$ cat config.mk
export PLATFORM = sky130hd
export DESIGN_NAME = lane_partner_host
export DESIGN_NICKNAME = d
export VERILOG_FILES = /design/src/verilog/phy_lane_pkg.sv /design/src/verilog/lane_word_if.sv /design/src/verilog/free_count_encoder.sv /design/src/verilog/rx_flag_former.sv /design/src/verilog/lane_partner_host.sv
export SDC_FILE = /design/constraint.sdc
export NUM_CORES = 1
export LEC_CHECK = 0
export BUFFER_PORTS_ARGS = -buffer_cell sky130_fd_sc_hd__buf_2
export CAP_MARGIN = 20
export CORE_UTILIZATION = 45
export DETAILED_ROUTE_END_ITERATION = 7
export GPL_TIMING_DRIVEN = 1
export PLACE_DENSITY = 0.7
export SYNTH_ARGS = -nofsm -noshare
export SYNTH_HDL_FRONTEND = slang
export SYNTH_SLANG_ARGS = --single-unit
$ cat constraint.sdc
create_clock -name CORE_CLK_IN -period 2.6 [get_ports CORE_CLK_IN]
set_clock_uncertainty 0.1 [all_clocks]
set_input_delay 0.52 -clock CORE_CLK_IN [delete_from_list [all_inputs] [get_ports CORE_CLK_IN]]
set_output_delay 0.52 -clock CORE_CLK_IN [all_outputs]
set_load 0.005 [all_outputs]
$ cat src/verilog/phy_lane_pkg.sv
//==============================================================================
// Constants, types and helpers shared by the lane partner controller.
// Assumes one 250 MHz core clock and an asynchronous active-low reset.
//==============================================================================
package phy_lane_pkg;

  //============================================================================
  // Widths.
  //============================================================================
  localparam int LANE_COUNT = 4;                 // Lanes of the link.
  localparam int BYTES      = 4 * LANE_COUNT;    // Bytes per link word.
  localparam int DATA_W     = 32 * LANE_COUNT;   // Link word width.
  localparam int ADDR_W     = 8;                 // Register address width.
  localparam int FREE_W     = 6;                 // Free-count bus width.
  localparam int RAW_W      = 16;                // Raw free-count width.

  //============================================================================
  // Register offsets and field positions.
  //============================================================================
  localparam logic [ADDR_W-1:0] CTRL_OFS   = 8'h00;  // Control bits.
  localparam logic [ADDR_W-1:0] FREE_OFS   = 8'h04;  // Raw free locations.
  localparam logic [ADDR_W-1:0] INJECT_OFS = 8'h08;  // One-shot error injection.
  localparam logic [ADDR_W-1:0] STATUS_OFS = 8'h0C;  // Lane status.
  localparam logic [ADDR_W-1:0] TXCAP_OFS  = 8'h10;  // Captured lane words, one per lane.
  localparam int CTRL_LOOP_BIT   = 0;                // Loop transmit words back.
  localparam int CTRL_FLOW_BIT   = 1;                // Transmitter-controlled flow mode.
  localparam int CTRL_RSTREQ_BIT = 2;                // Ask the device for a reset.

  //============================================================================
  // Reset values and codes.
  //============================================================================
  localparam logic CTRL_LOOP_RESET = 1'b1;           // Loopback on after reset.
  localparam logic CTRL_FLOW_RESET = 1'b0;           // Receiver flow mode after reset.
  localparam logic [RAW_W-1:0] FREE_RAW_RESET = 16'h0000;
  localparam logic [FREE_W-1:0] FREE_SAT = 6'h1E;    // Saturation value, thirty.
  localparam logic [7:0] COMMA_CODE = 8'hBC;         // Comma control character.
  localparam logic [7:0] BOND_CODE  = 8'h7C;         // Bonding sequence marker.

  //============================================================================
  // Timing.
  //============================================================================
  localparam int CLK_MHZ         = 250;
  localparam int RESET_SETTLE_NS = 100;              // Least time from reset release to done.
  localparam int RESET_SETTLE_CYCLES = (RESET_SETTLE_NS * CLK_MHZ + 999) / 1000;
  localparam int SETTLE_W = 5;
  localparam logic [SETTLE_W-1:0] SETTLE_LAST = SETTLE_W'(RESET_SETTLE_CYCLES - 1);

  // Reset handshake states.
  typedef enum logic [1:0] {
    RS_IDLE   = 2'b00,
    RS_REQ    = 2'b01,
    RS_HELD   = 2'b10,
    RS_SETTLE = 2'b11
  } rst_state_e;

  // Byte idx of a link word.
  function automatic logic [7:0] get_byte(input logic [DATA_W-1:0] w, input int idx);
    get_byte = w[idx*8 +: 8];
  endfunction

  // Clamp a raw count so the bus can never look like receiver flow control.
  function automatic logic [FREE_W-1:0] saturate_free(input logic [RAW_W-1:0] raw);
    if (raw > RAW_W'(FREE_SAT)) begin
      saturate_free = FREE_SAT;
    end else begin
      saturate_free = raw[FREE_W-1:0];
    end
  endfunction

endpackage

$ cat src/verilog/lane_word_if.sv
//==============================================================================
// Received link word with its per-byte and per-lane flags.
// Assumes both ends run on the core clock.
//==============================================================================
`timescale 1ns/100ps
interface lane_word_if;
  import phy_lane_pkg::*;
  logic [DATA_W-1:0]     data;      // Received bytes.
  logic [BYTES-1:0]      ctrl;      // Control-character flags.
  logic [BYTES-1:0]      comma;     // Comma flags.
  logic [BYTES-1:0]      disp_err;  // Disparity error flags.
  logic [BYTES-1:0]      code_err;  // Decode error flags.
  logic [LANE_COUNT-1:0] bond_seq;  // Bonding sequence seen.
  modport former (output data, ctrl, comma, disp_err, code_err, bond_seq);
  modport user   (input  data, ctrl, comma, disp_err, code_err, bond_seq);
endinterface

$ cat src/verilog/free_count_encoder.sv
//==============================================================================
// Registered free-count encoder for the receive-buffer status bus.
// Assumes the raw count comes from a software register.
//==============================================================================
`timescale 1ns/100ps
module free_count_encoder
  import phy_lane_pkg::*;
(
  // Clock and reset.
  input  wire logic              clk_in,
  input  wire logic              arst_n_in,
  // Raw count and encoded bus.
  input  wire logic [RAW_W-1:0]  raw_in,
  output logic      [FREE_W-1:0] free_out
);
  // All state of the encoder.
  typedef struct packed {
    logic [FREE_W-1:0] free;
  } enc_state_s;

  enc_state_s st_reg;   // Registered state.
  enc_state_s st_next;  // Next state.

  // Saturation keeps the value at most thirty, so neither all ones nor five low ones appear.
  always_comb begin
    st_next      = st_reg;
    st_next.free = saturate_free(raw_in);
  end

  // State register.
  always_ff @(posedge clk_in or negedge arst_n_in) begin
    if (!arst_n_in) begin
      st_reg <= '0;
    end else begin
      st_reg <= st_next;
    end
  end

  assign free_out = st_reg.free;
endmodule

$ cat src/verilog/rx_flag_former.sv
//==============================================================================
// Forms the received link word and all its flags from the transmitted word.
// Assumes lane status and masks arrive registered from the controller.
//==============================================================================
`timescale 1ns/100ps
module rx_flag_former
  import phy_lane_pkg::*;
(
  // Clock and reset.
  input  wire logic                  clk_in,
  input  wire logic                  arst_n_in,
  // Transmit side of the device.
  input  wire logic [DATA_W-1:0]     tx_data_in,
  input  wire logic [BYTES-1:0]      tx_ctrl_in,
  input  wire logic [LANE_COUNT-1:0] tx_inhibit_in,
  // Controls.
  input  wire logic                  loop_en_in,
  input  wire logic                  bond_en_in,
  input  wire logic [LANE_COUNT-1:0] lane_up_in,
  input  wire logic [BYTES-1:0]      disp_inj_in,
  input  wire logic [BYTES-1:0]      code_inj_in,
  // Received word.
  lane_word_if.former                rx
);
  // All state of the former.
  typedef struct packed {
    logic [DATA_W-1:0]     data;
    logic [BYTES-1:0]      ctrl;
    logic [BYTES-1:0]      comma;
    logic [BYTES-1:0]      disp_err;
    logic [BYTES-1:0]      code_err;
    logic [LANE_COUNT-1:0] bond_seq;
  } rx_state_s;

  rx_state_s st_reg;   // Registered state.
  rx_state_s st_next;  // Next state.

  // Out of reset every lane reads as undecodable, so no clean word slips out before done.
  localparam rx_state_s RX_RESET = '{data: '0, ctrl: '0, comma: '0, disp_err: '0, code_err: '1, bond_seq: '0};

  // Each byte is either a looped transmit byte, an idle comma, or dead air.
  always_comb begin
    int l;
    l       = 0;
    st_next = st_reg;
    for (int b = 0; b < BYTES; b++) begin
      l = b / 4;
      if (!lane_up_in[l]) begin
        // A lane still in reset delivers nothing decodable.
        st_next.data[b*8 +: 8] = 8'h00;
        st_next.ctrl[b]        = 1'b0;
        st_next.code_err[b]    = 1'b1;
      end else if (tx_inhibit_in[l]) begin
        // An inhibited transmitter leaves the line silent, so decoding fails.
        st_next.data[b*8 +: 8] = 8'h00;
        st_next.ctrl[b]        = 1'b0;
        st_next.code_err[b]    = 1'b1;
      end else if (loop_en_in) begin
        st_next.data[b*8 +: 8] = get_byte(tx_data_in, b);
        st_next.ctrl[b]        = tx_ctrl_in[b];
        st_next.code_err[b]    = code_inj_in[b];
      end else begin
        // Idle: a comma in the first byte of each lane, zero elsewhere.
        st_next.data[b*8 +: 8] = (b % 4 == 0) ? COMMA_CODE : 8'h00;
        st_next.ctrl[b]        = (b % 4 == 0);
        st_next.code_err[b]    = code_inj_in[b];
      end
      st_next.disp_err[b] = lane_up_in[l] & disp_inj_in[b];
      st_next.comma[b] = st_next.ctrl[b] && (st_next.data[b*8 +: 8] == COMMA_CODE);
    end
    for (int n = 0; n < LANE_COUNT; n++) begin
      // A bonding marker in byte 0 counts only while bonding is enabled.
      st_next.bond_seq[n] = bond_en_in && st_next.ctrl[4*n] &&
                            (st_next.data[32*n +: 8] == BOND_CODE);
    end
  end

  // State register.
  always_ff @(posedge clk_in or negedge arst_n_in) begin
    if (!arst_n_in) begin
      st_reg <= RX_RESET;
    end else begin
      st_reg <= st_next;
    end
  end

  assign rx.data     = st_reg.data;
  assign rx.ctrl     = st_reg.ctrl;
  assign rx.comma    = st_reg.comma;
  assign rx.disp_err = st_reg.disp_err;
  assign rx.code_err = st_reg.code_err;
  assign rx.bond_seq = st_reg.bond_seq;
endmodule

$ cat src/verilog/lane_partner_host.sv
//==============================================================================
// Lane partner controller: plays the transceivers and the packet buffer
// on the lane-side pins of the physical layer port.
// Assumes all device pins are synchronous to CORE_CLK_IN, and that software
// reaches the control registers over a plain strobe port.
//==============================================================================
`timescale 1ns/100ps
module lane_partner_host
  import phy_lane_pkg::*;
(
  // Clock and reset.
  input  wire logic                  CORE_CLK_IN,
  input  wire logic                  ARST_N_IN,
  // Software register port.
  input  wire logic [ADDR_W-1:0]     REG_ADDR_IN,
  input  wire logic [31:0]           REG_WDATA_IN,
  input  wire logic                  REG_WR_IN,
  input  wire logic                  REG_RD_IN,
  output logic      [31:0]           REG_RDATA_OUT,
  // Transmit pins from the device.
  input  wire logic [DATA_W-1:0]     TX_DATA_IN,
  input  wire logic [BYTES-1:0]      TX_CTRL_IN,
  input  wire logic [LANE_COUNT-1:0] TX_INHIBIT_IN,
  // Receive pins to the device.
  output logic      [DATA_W-1:0]     RX_DATA_OUT,
  output logic      [BYTES-1:0]      RX_CTRL_OUT,
  output logic      [BYTES-1:0]      RX_COMMA_OUT,
  output logic      [BYTES-1:0]      RX_DISP_ERR_OUT,
  output logic      [BYTES-1:0]      RX_CODE_ERR_OUT,
  // Channel bonding.
  input  wire logic                  BOND_EN_IN,
  output logic      [LANE_COUNT-1:0] BOND_SEQ_OUT,
  output logic      [LANE_COUNT-1:0] BOND_ALIGNED_OUT,
  // Transceiver reset handshake.
  output logic                       XCVR_RESET_REQ_OUT,
  input  wire logic                  XCVR_RESET_IN,
  output logic      [LANE_COUNT-1:0] RESET_DONE_OUT,
  // Packet buffer status.
  output logic      [FREE_W-1:0]     FREE_COUNT_OUT,
  output logic                       TX_FLOW_CTRL_OUT
);

  //============================================================================
  // State.
  //============================================================================
  // All state of the controller in one record.
  typedef struct packed {
    logic                  loop_en;     // Loop transmit words back.
    logic                  flow_mode;   // Transmitter-controlled flow mode.
    logic                  rst_req;     // Software reset request pending.
    logic [RAW_W-1:0]      free_raw;    // Raw free locations from software.
    logic [BYTES-1:0]      disp_inj;    // One-shot disparity error injection.
    logic [BYTES-1:0]      code_inj;    // One-shot decode error injection.
    logic [31:0]           rdata;       // Read data, one cycle after the strobe.
    rst_state_e            rst_state;   // Reset handshake state.
    logic [SETTLE_W-1:0]   settle_cnt;  // Cycles since reset release.
    logic [LANE_COUNT-1:0] done;        // Per-lane reset completion.
    logic [LANE_COUNT-1:0] aligned;     // Per-lane alignment.
    logic [DATA_W-1:0]     tx_cap;      // Last word seen on each lane whose transmitter is not inhibited.
  } host_state_s;

  // Power-up starts in the settle phase, so lanes report done only later.
  localparam host_state_s HOST_RESET = '{
    loop_en:    CTRL_LOOP_RESET,
    flow_mode:  CTRL_FLOW_RESET,
    rst_req:    1'b0,
    free_raw:   FREE_RAW_RESET,
    disp_inj:   '0,
    code_inj:   '0,
    rdata:      32'h0000_0000,
    rst_state:  RS_SETTLE,
    settle_cnt: '0,
    done:       '0,
    aligned:    '0,
    tx_cap:     '0
  };

  host_state_s st_reg;   // Registered state.
  host_state_s st_next;  // Next state.

  lane_word_if rx ();    // Received word from the former.

  //============================================================================
  // Sub-blocks.
  //============================================================================
  // Builds the receive word and flags; its outputs are flip-flops.
  rx_flag_former u_former (
    .clk_in        (CORE_CLK_IN),
    .arst_n_in     (ARST_N_IN),
    .tx_data_in    (TX_DATA_IN),
    .tx_ctrl_in    (TX_CTRL_IN),
    .tx_inhibit_in (TX_INHIBIT_IN),
    .loop_en_in    (st_reg.loop_en),
    .bond_en_in    (BOND_EN_IN),
    .lane_up_in    (st_reg.done),
    .disp_inj_in   (st_reg.disp_inj),
    .code_inj_in   (st_reg.code_inj),
    .rx            (rx.former)
  );

  // Clamps the software count before it reaches the device.
  free_count_encoder u_free (
    .clk_in    (CORE_CLK_IN),
    .arst_n_in (ARST_N_IN),
    .raw_in    (st_reg.free_raw),
    .free_out  (FREE_COUNT_OUT)
  );

  //============================================================================
  // Next-state logic.
  //============================================================================
  // Register writes, reads, reset handshake, alignment and capture.
  always_comb begin
    logic wr_ctrl;
    logic [7:0] lane_sel;
    wr_ctrl  = REG_WR_IN && (REG_ADDR_IN == CTRL_OFS);
    lane_sel = 8'h00;
    st_next  = st_reg;

    // Injections last exactly one cycle, so each write hits one word.
    st_next.disp_inj = '0;
    st_next.code_inj = '0;

    // Software writes.
    if (REG_WR_IN) begin
      case (REG_ADDR_IN)
        CTRL_OFS: begin
          st_next.loop_en   = REG_WDATA_IN[CTRL_LOOP_BIT];
          st_next.flow_mode = REG_WDATA_IN[CTRL_FLOW_BIT];
        end
        FREE_OFS: begin
          st_next.free_raw = REG_WDATA_IN[RAW_W-1:0];
        end
        INJECT_OFS: begin
          st_next.disp_inj = REG_WDATA_IN[BYTES-1:0];
          st_next.code_inj = REG_WDATA_IN[2*BYTES-1:BYTES];
        end
        default: begin
          // Read-only and unmapped offsets ignore writes.
        end
      endcase
    end

    // Reset handshake with the device.
    case (st_reg.rst_state)
      RS_IDLE: begin
        if (XCVR_RESET_IN) begin
          st_next.rst_state = RS_HELD;
        end else if (st_reg.rst_req) begin
          st_next.rst_state = RS_REQ;
        end
      end
      RS_REQ: begin
        if (XCVR_RESET_IN) begin
          st_next.rst_state = RS_HELD;
        end
      end
      RS_HELD: begin
        // Lanes drop done on the first edge in this state, a cycle after the device reset is seen.
        st_next.done       = '0;
        st_next.settle_cnt = '0;
        if (!XCVR_RESET_IN) begin
          st_next.rst_state = RS_SETTLE;
        end
      end
      RS_SETTLE: begin
        if (XCVR_RESET_IN) begin
          st_next.rst_state = RS_HELD;
        end else if (st_reg.settle_cnt == SETTLE_LAST) begin
          st_next.done      = '1;
          st_next.rst_state = RS_IDLE;
        end else begin
          st_next.settle_cnt = st_reg.settle_cnt + SETTLE_W'(1);
        end
      end
      default: begin
        st_next.rst_state = RS_HELD;
      end
    endcase

    // The request clears once the device answers; a new software set wins.
    if (st_reg.rst_state == RS_HELD) begin
      st_next.rst_req = 1'b0;
    end
    if (wr_ctrl && REG_WDATA_IN[CTRL_RSTREQ_BIT]) begin
      st_next.rst_req = 1'b1;
    end

    // Alignment holds from a bonding marker until bonding or the lane stops.
    for (int n = 0; n < LANE_COUNT; n++) begin
      if (!BOND_EN_IN || !st_reg.done[n]) begin
        st_next.aligned[n] = 1'b0;
      end else if (rx.bond_seq[n]) begin
        st_next.aligned[n] = 1'b1;
      end
      if (!TX_INHIBIT_IN[n]) begin
        st_next.tx_cap[32*n +: 32] = TX_DATA_IN[32*n +: 32];
      end
    end

    // Read data stand in the cycle after the strobe only.
    st_next.rdata = 32'h0000_0000;
    if (REG_RD_IN) begin
      case (REG_ADDR_IN)
        CTRL_OFS: begin
          st_next.rdata = {29'h0000_0000, st_reg.rst_req, st_reg.flow_mode, st_reg.loop_en};
        end
        FREE_OFS: begin
          st_next.rdata = {16'h0000, st_reg.free_raw};
        end
        INJECT_OFS: begin
          st_next.rdata = {st_reg.code_inj, st_reg.disp_inj};
        end
        STATUS_OFS: begin
          st_next.rdata = {17'h0_0000, st_reg.rst_req, XCVR_RESET_IN, BOND_EN_IN,
                           TX_INHIBIT_IN, st_reg.aligned, st_reg.done};
        end
        default: begin
          // Captured lane words sit one per word above their base.
          if (REG_ADDR_IN >= TXCAP_OFS && REG_ADDR_IN < TXCAP_OFS + 8'(4 * LANE_COUNT) &&
              REG_ADDR_IN[1:0] == 2'b00) begin
            lane_sel      = (REG_ADDR_IN - TXCAP_OFS) >> 2;
            st_next.rdata = st_reg.tx_cap[32*lane_sel[1:0] +: 32];
          end
        end
      endcase
    end
  end

  //============================================================================
  // State register.
  //============================================================================
  // One register for the whole record keeps reset values in one place.
  always_ff @(posedge CORE_CLK_IN or negedge ARST_N_IN) begin
    if (!ARST_N_IN) begin
      st_reg <= HOST_RESET;
    end else begin
      st_reg <= st_next;
    end
  end

  //============================================================================
  // Outputs.
  //============================================================================
  assign REG_RDATA_OUT      = st_reg.rdata;
  assign RX_DATA_OUT        = rx.data;
  assign RX_CTRL_OUT        = rx.ctrl;
  assign RX_COMMA_OUT       = rx.comma;
  assign RX_DISP_ERR_OUT    = rx.disp_err;
  assign RX_CODE_ERR_OUT    = rx.code_err;
  assign BOND_SEQ_OUT       = rx.bond_seq;
  assign BOND_ALIGNED_OUT   = st_reg.aligned;
  assign XCVR_RESET_REQ_OUT = (st_reg.rst_state == RS_REQ);
  assign RESET_DONE_OUT     = st_reg.done;
  assign TX_FLOW_CTRL_OUT   = st_reg.flow_mode;
endmodule

==> results of run 1 <==
[stage by stage]
step	setup WS [ps]	hold slack [ps]	std cells	util (%)	cell area [µm²]
6_report	477.5	72.70	2181	57.16	20980
3_3_place_gp	462.6	342.5	2098	52.98	19440
5_1_grt	420.4	56.06	2181	57.16	20980
3_5_place_dp	446.2	356.3	2098	52.98	19440
4_1_cts	489.8	61.34	2179	57.15	20970
2_1_floorplan	869.6	124.4	1259	-	16830
[area by class of cell]
type | count | area [µm²] | area share, %
clock inverters | 21 | 240.2 | 1.145
well taps | 468 | 585.6 | 2.792
diodes | 2 | 5.005 | 0.02386
flip-flops and latches | 425 | 10660 | 50.81
inverters | 35 | 131.4 | 0.6263
multi-input cells | 689 | 5389 | 25.69
clock buffers | 59 | 1279 | 6.096
repair buffers | 482 | 2688 | 12.81
[cell usage in the layout, fill, tap and decap left out, types with 4 or more instances in the layout]
cell type	synthesis	layout
a211oi_1	4	4
a21oi_1	50	50
a221oi_1	12	12
a22oi_1	15	15
and2_1	166	166
and3_1	8	8
and4_1	4	4
and4b_1	11	11
buf_12	1	12
buf_2	22	436
buf_4	44	32
bufinv_16	0	5
clkbuf_1	37	4
clkbuf_16	0	45
clkbuf_8	0	10
clkinv_2	0	13
dfrtp_1	406	406
dfstp_2	19	19
inv_1	35	35
mux2_1	10	10
mux2_2	165	165
mux4_1	13	13
nand2_1	56	56
nand2b_1	6	6
nand4_1	5	5
nand4b_1	10	10
nor2_1	13	11
nor2b_1	22	21
nor3_1	18	18
nor3b_1	4	4
nor4_1	16	16
o21ai_0	24	24
or2_2	21	21
[routing by layer]
layer | wire length (µm) | up-vias | track usage, % | share of wire (%)
li1 | - | 5112 | - | -
met1 | 20750 | 5879 | 34.10 | 42
met2 | 24270 | 456 | 43.17 | 49
met3 | 2860 | 84 | 4.750 | 5.8
met4 | 1218 | 6 | 7.407 | 2.5
met5 | 35 | - | 0 | 0.071
[how the worst min path moves through the flow]
stage,endpoint,slack [ps],cells after the start
finish,u_former.rx.bond_seq[1]$_DFF_PN0_,70,2
global route,u_former.rx.bond_seq[1]$_DFF_PN0_,60,2
CTS,u_former.rx.comma[15]$_DFF_PN0_,60,2
detailed placement,u_former.rx.code_err[1]$_DFF_PN1_,360,1
global placement,u_former.rx.code_err[2]$_DFF_PN1_,340,1
floorplan,BOND_ALIGNED_OUT[0]$_DFFE_PN0P_,120,0
[logic make-up after synthesis]
| group | after synthesis |
|---|---|
| simple gates | 377 |
| flops | 425 |
| other cells | 1 |
| compound gates | 121 |
| mux | 188 |
| buf+inv | 145 |
| fa+ha+maj | 2 |
[where the power goes]
group / internal [mW] / total (mW) / switching (mW)
combinational: 0.520 / 1.13 / 0.607
clock: 3.95 / 6.54 / 2.59
sequential: 6.86 / 7.00 / 0.143
[repair_timing]
| action | in CTS | in global routing |
|---|---|---|
| hold buffers | 1 | 0 |
| hold endpoints to repair | 43 | 0 |
| endpoints found under the setup margin | 0 | 0 |
==> qor.yml, run 1 <==
antenna_found_initial: 6
synth-edff-count: 0
die_height_um: 195.4
synth-compound-area-share_pct: 4.439
cts_tree: "built"
synth_warnings: 0
synth_cell_types: 57
r2r_start: "st_reg[225]$_DFFE_PN1N_"
worst_setup_path_end_kind: "output pin"
gp_congestion: 0.8571
min_path_type: "input pin to flip-flop"
vias: 11540
core_um2: 36700
syn_to_final_growth_pct: 24.65
drv_slew: 0
drv_cap: 0
dp_hpwl_um: 36290
boundaryPins: 438
cts.repair.resized: 0
synth_mux_area_share_pct: 13.74
status: "complete, no violations"
n_fill_cell: 3066
grt_max_degree: 66
cp-start-kind: "flip-flop"
ant_nets: 0
wl_um: 49140
critPathLaunch: "st_reg[141]$_DFFE_PN1P_"
drc: 0
ff2ff_setup_slack_ps: 500
power_mw: 14.67
die_x_um: 195.4
dieArea_um2: 38170
r2r_cells: 5
critical_path_required_ps: 1980
synth_seq_cells: 425
start_util_pct: 45.86
synth_adder_area_share_pct: 0.1487
crit_arrival_ps: 1500
post-cts-setup-buffers: 0
critPathBufInv: 2
post-route-period-util_pct: 81.63
setup_viol: 0
largest_register_ffs: 185
yosys.area_share.simple_pct: 13.63
min_period_ps: 2122
cpPeakStageDelay_ps: 620
rows: 70
firstDrtPassIters: 7
clock_path_buffers: 3
p_per_area_nw_per_um2: 699.2
tns_ps: 0
rsz0062_at_grt: "false"
ir_drop_mv: 0.4418
synth-seq-area-share_pct: 63.34
path_class: "flip-flop to output pin"
hold_start: "TX_DATA_IN[39]"
async_reset_ff_share_pct: 100.0
synth_top_family_by_area: "multiplexers"
drt_iter0_markers: 750
grtUsageTotal_pct: 25.70
synth_flop_cell: "dfrtp_1"
max_freq_mhz: 471.1
final_layout_size_suffix_gt1_share_pct: 45.00
clock_latency_ps: 540
yosys-top-cells-area: "dfrtp_1 (60%), mux2_2 (11%), and2_1 (6.2%), dfstp_2 (3.0%), mux4_1 (2.0%)"
cts.sinks: 425
h-tree-depth: 2
clock-root-buffer: "clkbuf_16"
synthTopCellsByCount: "dfrtp_1 (406), and2_1 (166), mux2_2 (165)"
netlist_instances: 1259
gr-total-overflow: 0
crit_path_end: "XCVR_RESET_REQ_OUT"
crit_slowest_cell: "dfstp_2"
syn_area_um2: 16830
grt_pass1_vias: 12000
grt_pass1_wl_um: 73370
synth_top_area_share_pct: 60.37
clk_pin_slew_ps: 60
leakagePower_nw: 10.90
cts_buffers: 44
nets: 1873
synth.most_common_cell: "dfrtp_1"
wire_per_inst_um: 22.53
yosysTopAreaCell: "dfrtp_1"
critical_path.max_fanout: 9
worst_slew_pin_slew_ps: 591.5
rr_endpoint: "u_former.rx.comma[3]$_DFF_PN0_"
path_cells: "inv_1 > nor2_1 > buf_2"
synth_xor_area_share_pct: 0
relSlewSlack_pct: 60.57
syn_area_per_cell_um2: 13.37
cp.depth: 3
portBuffers: 437
synthesis.nets: 1455
hold_viol_final: 0
avgViaCountPerCell: 5.290
critPathTopFamily: "flip-flops"
Power figures use the tool's default switching activity.
==> run 2, diff against run 1 <==
==> constraint.sdc (replaced) <==
create_clock -name CORE_CLK_IN -period 2 [get_ports CORE_CLK_IN]
set_clock_uncertainty 0.1 [all_clocks]
set_input_delay 0.4 -clock CORE_CLK_IN [delete_from_list [all_inputs] [get_ports CORE_CLK_IN]]
set_output_delay 0.4 -clock CORE_CLK_IN [all_outputs]
set_load 0.005 [all_outputs]
==> run 2 against run 1 <==
  * Hold slack got worse by 49 ps
  * Sequential power rose by 30%
  * Wire length up 1.5%
  * Final area increased by 5.8%
  * Power increased by 28%
  * Combinational power is 50% higher
  * Count of clock-buffer cells in the layout grew 6
  * Register-to-register slack got worse by 290 ps
  * Non-clock buffer count grew 134
  * Global-route usage grew 0.59 points
  * Flip-flop and latch count unchanged
  * Setup slack got worse by 410 ps
==> qor.yml, run 2 (synthesis results as in run 1) <==
status: "complete, no violations"
wire_per_inst_um: 21.55  # -4.3%
clock_latency_ps: 540  # about the same
final_layout_size_suffix_gt1_share_pct: 42.73  # -2.3 points
setup_viol: 0  # unchanged
clock_path_buffers: 3  # unchanged
h-tree-depth: 2  # unchanged
worst_slew_pin_slew_ps: 624.4  # +32.95 ps
wl_um: 49880  # +1.5%
dieArea_um2: 38170  # unchanged
regArea_um2: 10660  # about the same
clock-root-buffer: "clkbuf_16"
gp_congestion: 0.9023  # +5.3%
final_cell_area_um2: 22190  # +5.8%
relSlewSlack_pct: 58.37  # -2.2 points
hold_start: "TX_DATA_IN[117]"
die_x_um: 195.4  # unchanged
drc: 0  # unchanged
drv_slew: 0  # unchanged
min_path_type: "input pin to flip-flop"
final_common_cell: "buf_2"
ir_drop_mv: 0.6659  # +51%
vias: 12020  # +4.2%
p_per_area_nw_per_um2: 848.9  # +21%
layoutNonFillerInstCount: 2314  # +6.1%
r2r_start: "st_reg[225]$_DFFE_PN1N_"
die_height_um: 195.4  # unchanged
clock_power_share_pct: 42.8  # -1.8 points
post-place-ws_ps: 67.16  # -379.1 ps
multi_input_area_um2: 5391  # about the same
ant_nets: 0  # unchanged
firstDrtPassIters: 5  # -2
start_util_pct: 45.86  # unchanged
clk_pin_slew_ps: 60  # about the same
p_sw_share_pct: 22.93  # +0.17 points
grt_pass1_vias: 12950  # +8.0%
dp.cells: 2121  # +1.1%
critical_path.max_fanout: 27  # +18
nets: 2007  # +7.2%
syn_to_final_growth_pct: 31.87
intPower_mw: 14.52  # +28%
cts_tree: "built"
min_period_ps: 1932
antenna_found_initial: 3  # -3
grt_pass1_wl_um: 75930  # +3.5%
fin_ws_ps: 68.11  # -409.4 ps
tns_ps: 0  # unchanged
post-route-period-util_pct: 96.59
grtUsageTotal_pct: 26.29  # +0.59 points
gr-total-overflow: 0  # unchanged
grt_max_degree: 77  # +17%
seqPwrFrac_pct: 48.2  # +0.5 points
combPwrFrac_pct: 8.9  # +1.2 points
worst_setup_path_end_kind: "output pin"
dpl_cell_area_um2: 19630  # +0.95%
mostFrequentLayoutCells: "buf_2 (436), dfrtp_1 (405), and2_1 (166)"
path_class: "flip-flop to output pin"
drt_iter0_markers: 733  # -2.3%
cts_buffers: 44  # unchanged
leakagePower_nw: 11.44  # +4.9%
hold_viol_final: 0  # unchanged
dp_hpwl_um: 36520  # +0.63%
p_switching_mw: 4.321  # +29%
rows: 70  # unchanged
largest_register_ffs: 185  # unchanged
portBuffers: 437  # unchanged
avgViaCountPerCell: 5.194  # -1.8%
cp-start-kind: "flip-flop"
crit_arrival_ps: 1430  # -70 ps
core_um2: 36700  # unchanged
critical_path_required_ps: 1500  # -480 ps
rsz0062_at_grt: "false"
boundaryPins: 438  # unchanged
n_fill_cell: 2888  # -5.8%
critPathLaunch: "RESET_DONE_OUT[2]$_DFFE_PN0P_"
max_freq_mhz: 517.6
drv_cap: 0  # unchanged
cts.sinks: 425  # unchanged
## run 2: cell count changes in the layout (fill, tap and decap cells not counted), sizes merged
cell,before,now
inv,36,37
dlygate4sd3,1,112
clkinv,14,9
clkbuf,59,65
buf,481,504
bufinv,5,2
## run 2: layer usage
metal	vias to the layer above	track usage, %	wire [µm]
met3	96	4.784	2721
met2	451	44.33	24540
met1	6089	34.23	21140
met4	2	9.011	1459
met5	-	0	10
li1	5382	-	-
## run 2: area by class of cell
| cell class | instances | area share, % |
|---|---|---|
| Antenna cell | 2 | 0.02255 |
| Clock buffer | 65 | 5.863 |
| Clock inverter | 14 | 0.5863 |
| Tap cell | 468 | 2.639 |
| Inverter | 35 | 0.5920 |
| Sequential cell | 425 | 48.04 |
| Timing Repair Buffer | 616 | 17.97 |
| Multi-Input combinational cell | 689 | 24.29 |
## run 2: path summary, 6_finish.rpt
kind                                                endpoint  slack, ps  cells past startpoint
setup / recovery                           RESET_DONE_OUT[3]         70                      2
hold / removal               u_former.rx.data[117]$_DFF_PN0_         20                      2
setup reg to reg             u_former.rx.comma[14]$_DFF_PN0_        210                      5
hold reg to reg            u_former.rx.code_err[3]$_DFF_PN1_        360                      1
max in group asynchronous  u_former.rx.code_err[1]$_DFF_PN1_        740                      3
min in group asynchronous     u_former.rx.data[84]$_DFF_PN0_        270                      2
## run 2: repair_timing
item,in CTS,in global routing
resized for setup,3,0
hold buffers,112,0
endpoints found under the setup margin,5,0
hold endpoints to repair,153,0
setup buffers,1,0
## run 2: through the flow
stage	power [mW]	util, %	hold WS (ps)
after CTS	19.01	60.46	0.8404
after global placement	10.70	53.48	239.8
final	18.84	60.47	23.46
after detailed placement	10.74	53.48	246.0
after floorplan	9.884	-	4.409
after global routing	19.48	60.47	5.766
## run 2: power groups by stage
stage	clock network, mW	registers, mW	logic, mW
final	8.07	9.09	1.69
after global routing	8.54	9.11	1.83
after CTS	8.23	9.08	1.69
after detailed placement	0	9.23	1.51
after global placement	0	9.22	1.47
after floorplan	0	9.17	0.717
## run 2: critical path, stage by stage, from the launching register on
cell and delay, ps:
dfrtp_2 460, buf_6 270, buf_2 160
==> run 3, diff against run 2 <==
--- a/config.mk
+++ b/config.mk
@@ -5,12 +5,11 @@
 export SDC_FILE = /design/constraint.sdc
 export NUM_CORES = 1
 export LEC_CHECK = 0
-export BUFFER_PORTS_ARGS = -buffer_cell sky130_fd_sc_hd__buf_2
 export CAP_MARGIN = 20
 export CORE_UTILIZATION = 45
 export DETAILED_ROUTE_END_ITERATION = 7
+export DONT_BUFFER_PORTS = 1
 export GPL_TIMING_DRIVEN = 1
-export PLACE_DENSITY = 0.7
 export SYNTH_ARGS = -nofsm -noshare
 export SYNTH_HDL_FRONTEND = slang
 export SYNTH_SLANG_ARGS = --single-unit
==> run 3 against run 2 <==
  * The flow now finishes with violations (hold timing, slew limit)
  * Die area unchanged
  * Utilization down 4.9 points
  * Critical path depth unchanged
  * Via count down 13%
  * Final area down 8.1%
  * Clock power up 5.6%
==> qor.yml, run 3 (synthesis results as in run 1) <==
status: "finished with violations"
violations: "hold timing, slew limit"
relSlewSlack_pct: -1.331  # -60 points
p_per_area_nw_per_um2: 924.7  # +8.9%
wl_um: 48460  # -2.8%
clock_latency_ps: 550  # about the same
cpPeakStageDelay_ps: 610  # +150 ps
cts_buffers: 44  # unchanged
multi_input_area_um2: 5399  # +0.14%
firstDrtPassIters: 6  # +1
grt_pass1_vias: 10970  # -15%
cp-start-kind: "flip-flop"
ir_drop_mv: 0.7438  # +12%
cts_tree: "built"
largest_register_ffs: 185  # unchanged
grt_max_degree: 426  # +450%
clock-root-buffer: "clkbuf_16"
portBuffers: 0  # -100%
rows: 70  # unchanged
avgViaCountPerCell: 5.501  # +5.9%
h-tree-depth: 2  # unchanged
critical_path_required_ps: 1500  # about the same
gp_congestion: 0.8635  # -4.3%
path_cells: "inv_1 > nor2_2"
grt_pass1_wl_um: 71700  # -5.6%
critPathTopFamily: "flip-flops"
rsz0062_at_grt: "false"
die_height_um: 195.4  # unchanged
min_period_ps: 1932  # -0.3020 ps
post-place-ws_ps: 175.0  # +107.8 ps
setup_viol: 0  # unchanged
mostFrequentLayoutCells: "dfrtp_1 (406), dlygate4sd3_1 (183), and2_1 (166)"
clock_path_buffers: 3  # unchanged
start_util_pct: 45.86  # unchanged
ant_nets: 0  # unchanged
final_common_cell: "dfrtp_1"
layoutNonFillerInstCount: 1909  # -18%
power_mw: 18.86  # +0.10%
wire_per_inst_um: 25.39  # +18%
critical_path.max_fanout: 9  # -67%
drv_cap: 0  # unchanged
post-cts-setup-buffers: 0  # -1
dp_hpwl_um: 31450  # -14%
regArea_um2: 10660  # about the same
gr-total-overflow: 0  # unchanged
fin_ws_ps: 68.41  # +0.3020 ps
crit_arrival_ps: 1430  # about the same
path_class: "flip-flop to output pin"
drt_iter0_markers: 616  # -16%
die_x_um: 195.4  # unchanged
vias: 10500  # -13%
max_freq_mhz: 517.7  # about the same
timing.hold.ws_ps: -540.0  # -563.4 ps
hold_buffers: 187  # +67%
crit_slowest_cell: "dfstp_2"
leakagePower_nw: 9.469  # -17%
boundaryPins: 438  # unchanged
syn_to_final_growth_pct: 21.19
dieArea_um2: 38170  # unchanged
hold_viol_final: 409  # +409
min_path_type: "input pin to async pin"
cts.sinks: 425  # unchanged
worst_setup_path_end_kind: "output pin"
critPathBufInv: 1  # -1
worst_slew_pin_slew_ps: 1520  # +895.5 ps
nets: 1599  # -20%
drc: 0  # unchanged
tns_ps: 0  # unchanged
post-route-period-util_pct: 96.58  # about the same
dp.cells: 1638  # -23%
grtUsageTotal_pct: 25.58  # -0.71 points
n_fill_cell: 2998  # +3.8%
clk_pin_slew_ps: 60  # about the same
antenna_found_initial: 3  # unchanged
final_layout_size_suffix_gt1_share_pct: 21.80  # -21 points
drv_slew: 38  # +38
core_um2: 36700  # unchanged
run 3: timing repair:
action | CTS | global route
hold endpoints to repair | 794 | 413
endpoints found under the setup margin | 1 | 1
pin swaps | 0 | 0
gates resized for setup | 1 | 2
run 3: layout make-up:
cell class                 instances  area share, %
antenna                            5        0.06135
sequential                       425          52.26
clock buffer                      62          6.325
inverter                          35         0.6442
clock inverter                    17          1.092
timing repair buffer             208          10.27
tap                              468          2.871
multi-input combinational        689          26.47
run 3: per-layer routing:
metal / GRT usage (%) / vias up / part of all wire [%]
met5: 0 / - / 0
met4: 9.128 / 0 / 2.5
met3: 6.477 / 67 / 7.0
met2: 41.44 / 453 / 49
met1: 33.37 / 5403 / 42
li1: - / 4579 / -
run 3: path summary, 6_finish.rpt:
path	startpoint	endpoint	slack, ps	depth (start not counted)
worst min-delay path	ARST_N_IN	u_former.rx.disp_err[14]$_DFF_PN0_	-540	0
worst max-delay path	st_reg[141]$_DFFE_PN1P_	XCVR_RESET_REQ_OUT	70	2
max in group asynchronous	ARST_N_IN	u_free.free_out[3]$_DFF_PN0_	1130	0
min in group CORE_CLK_IN	TX_DATA_IN[37]	u_former.rx.bond_seq[1]$_DFF_PN0_	10	2
worst max register to register	st_reg[225]$_DFFE_PN1N_	u_former.rx.bond_seq[1]$_DFF_PN0_	110	3
worst min register to register	st_reg[177]$_DFF_PN0_	u_former.rx.code_err[2]$_DFF_PN1_	370	1
run 3: stage by stage:
stage	util (%)	cell area (µm²)
CTS	55.52	20370
global route	55.55	20380
floorplan	-	16830
global placement	46.18	16950
finish	55.57	20390
detailed placement	46.18	16950
run 3: worst register-to-register path, stage by stage (launching register included):
cell and delay, ps:
dfstp_2 630, nand4b_1 300, or3_1 510, nor4_1 240
run 3: report_power, final:
| group | internal, mW | switching (mW) | total (mW) |
|---|---|---|---|
| Clock | 5.14 | 3.37 | 8.52 |
| Combinational | 0.722 | 0.528 | 1.25 |
| Sequential | 8.91 | 0.181 | 9.09 |
| Total | 14.8 | 4.08 | 18.9 |
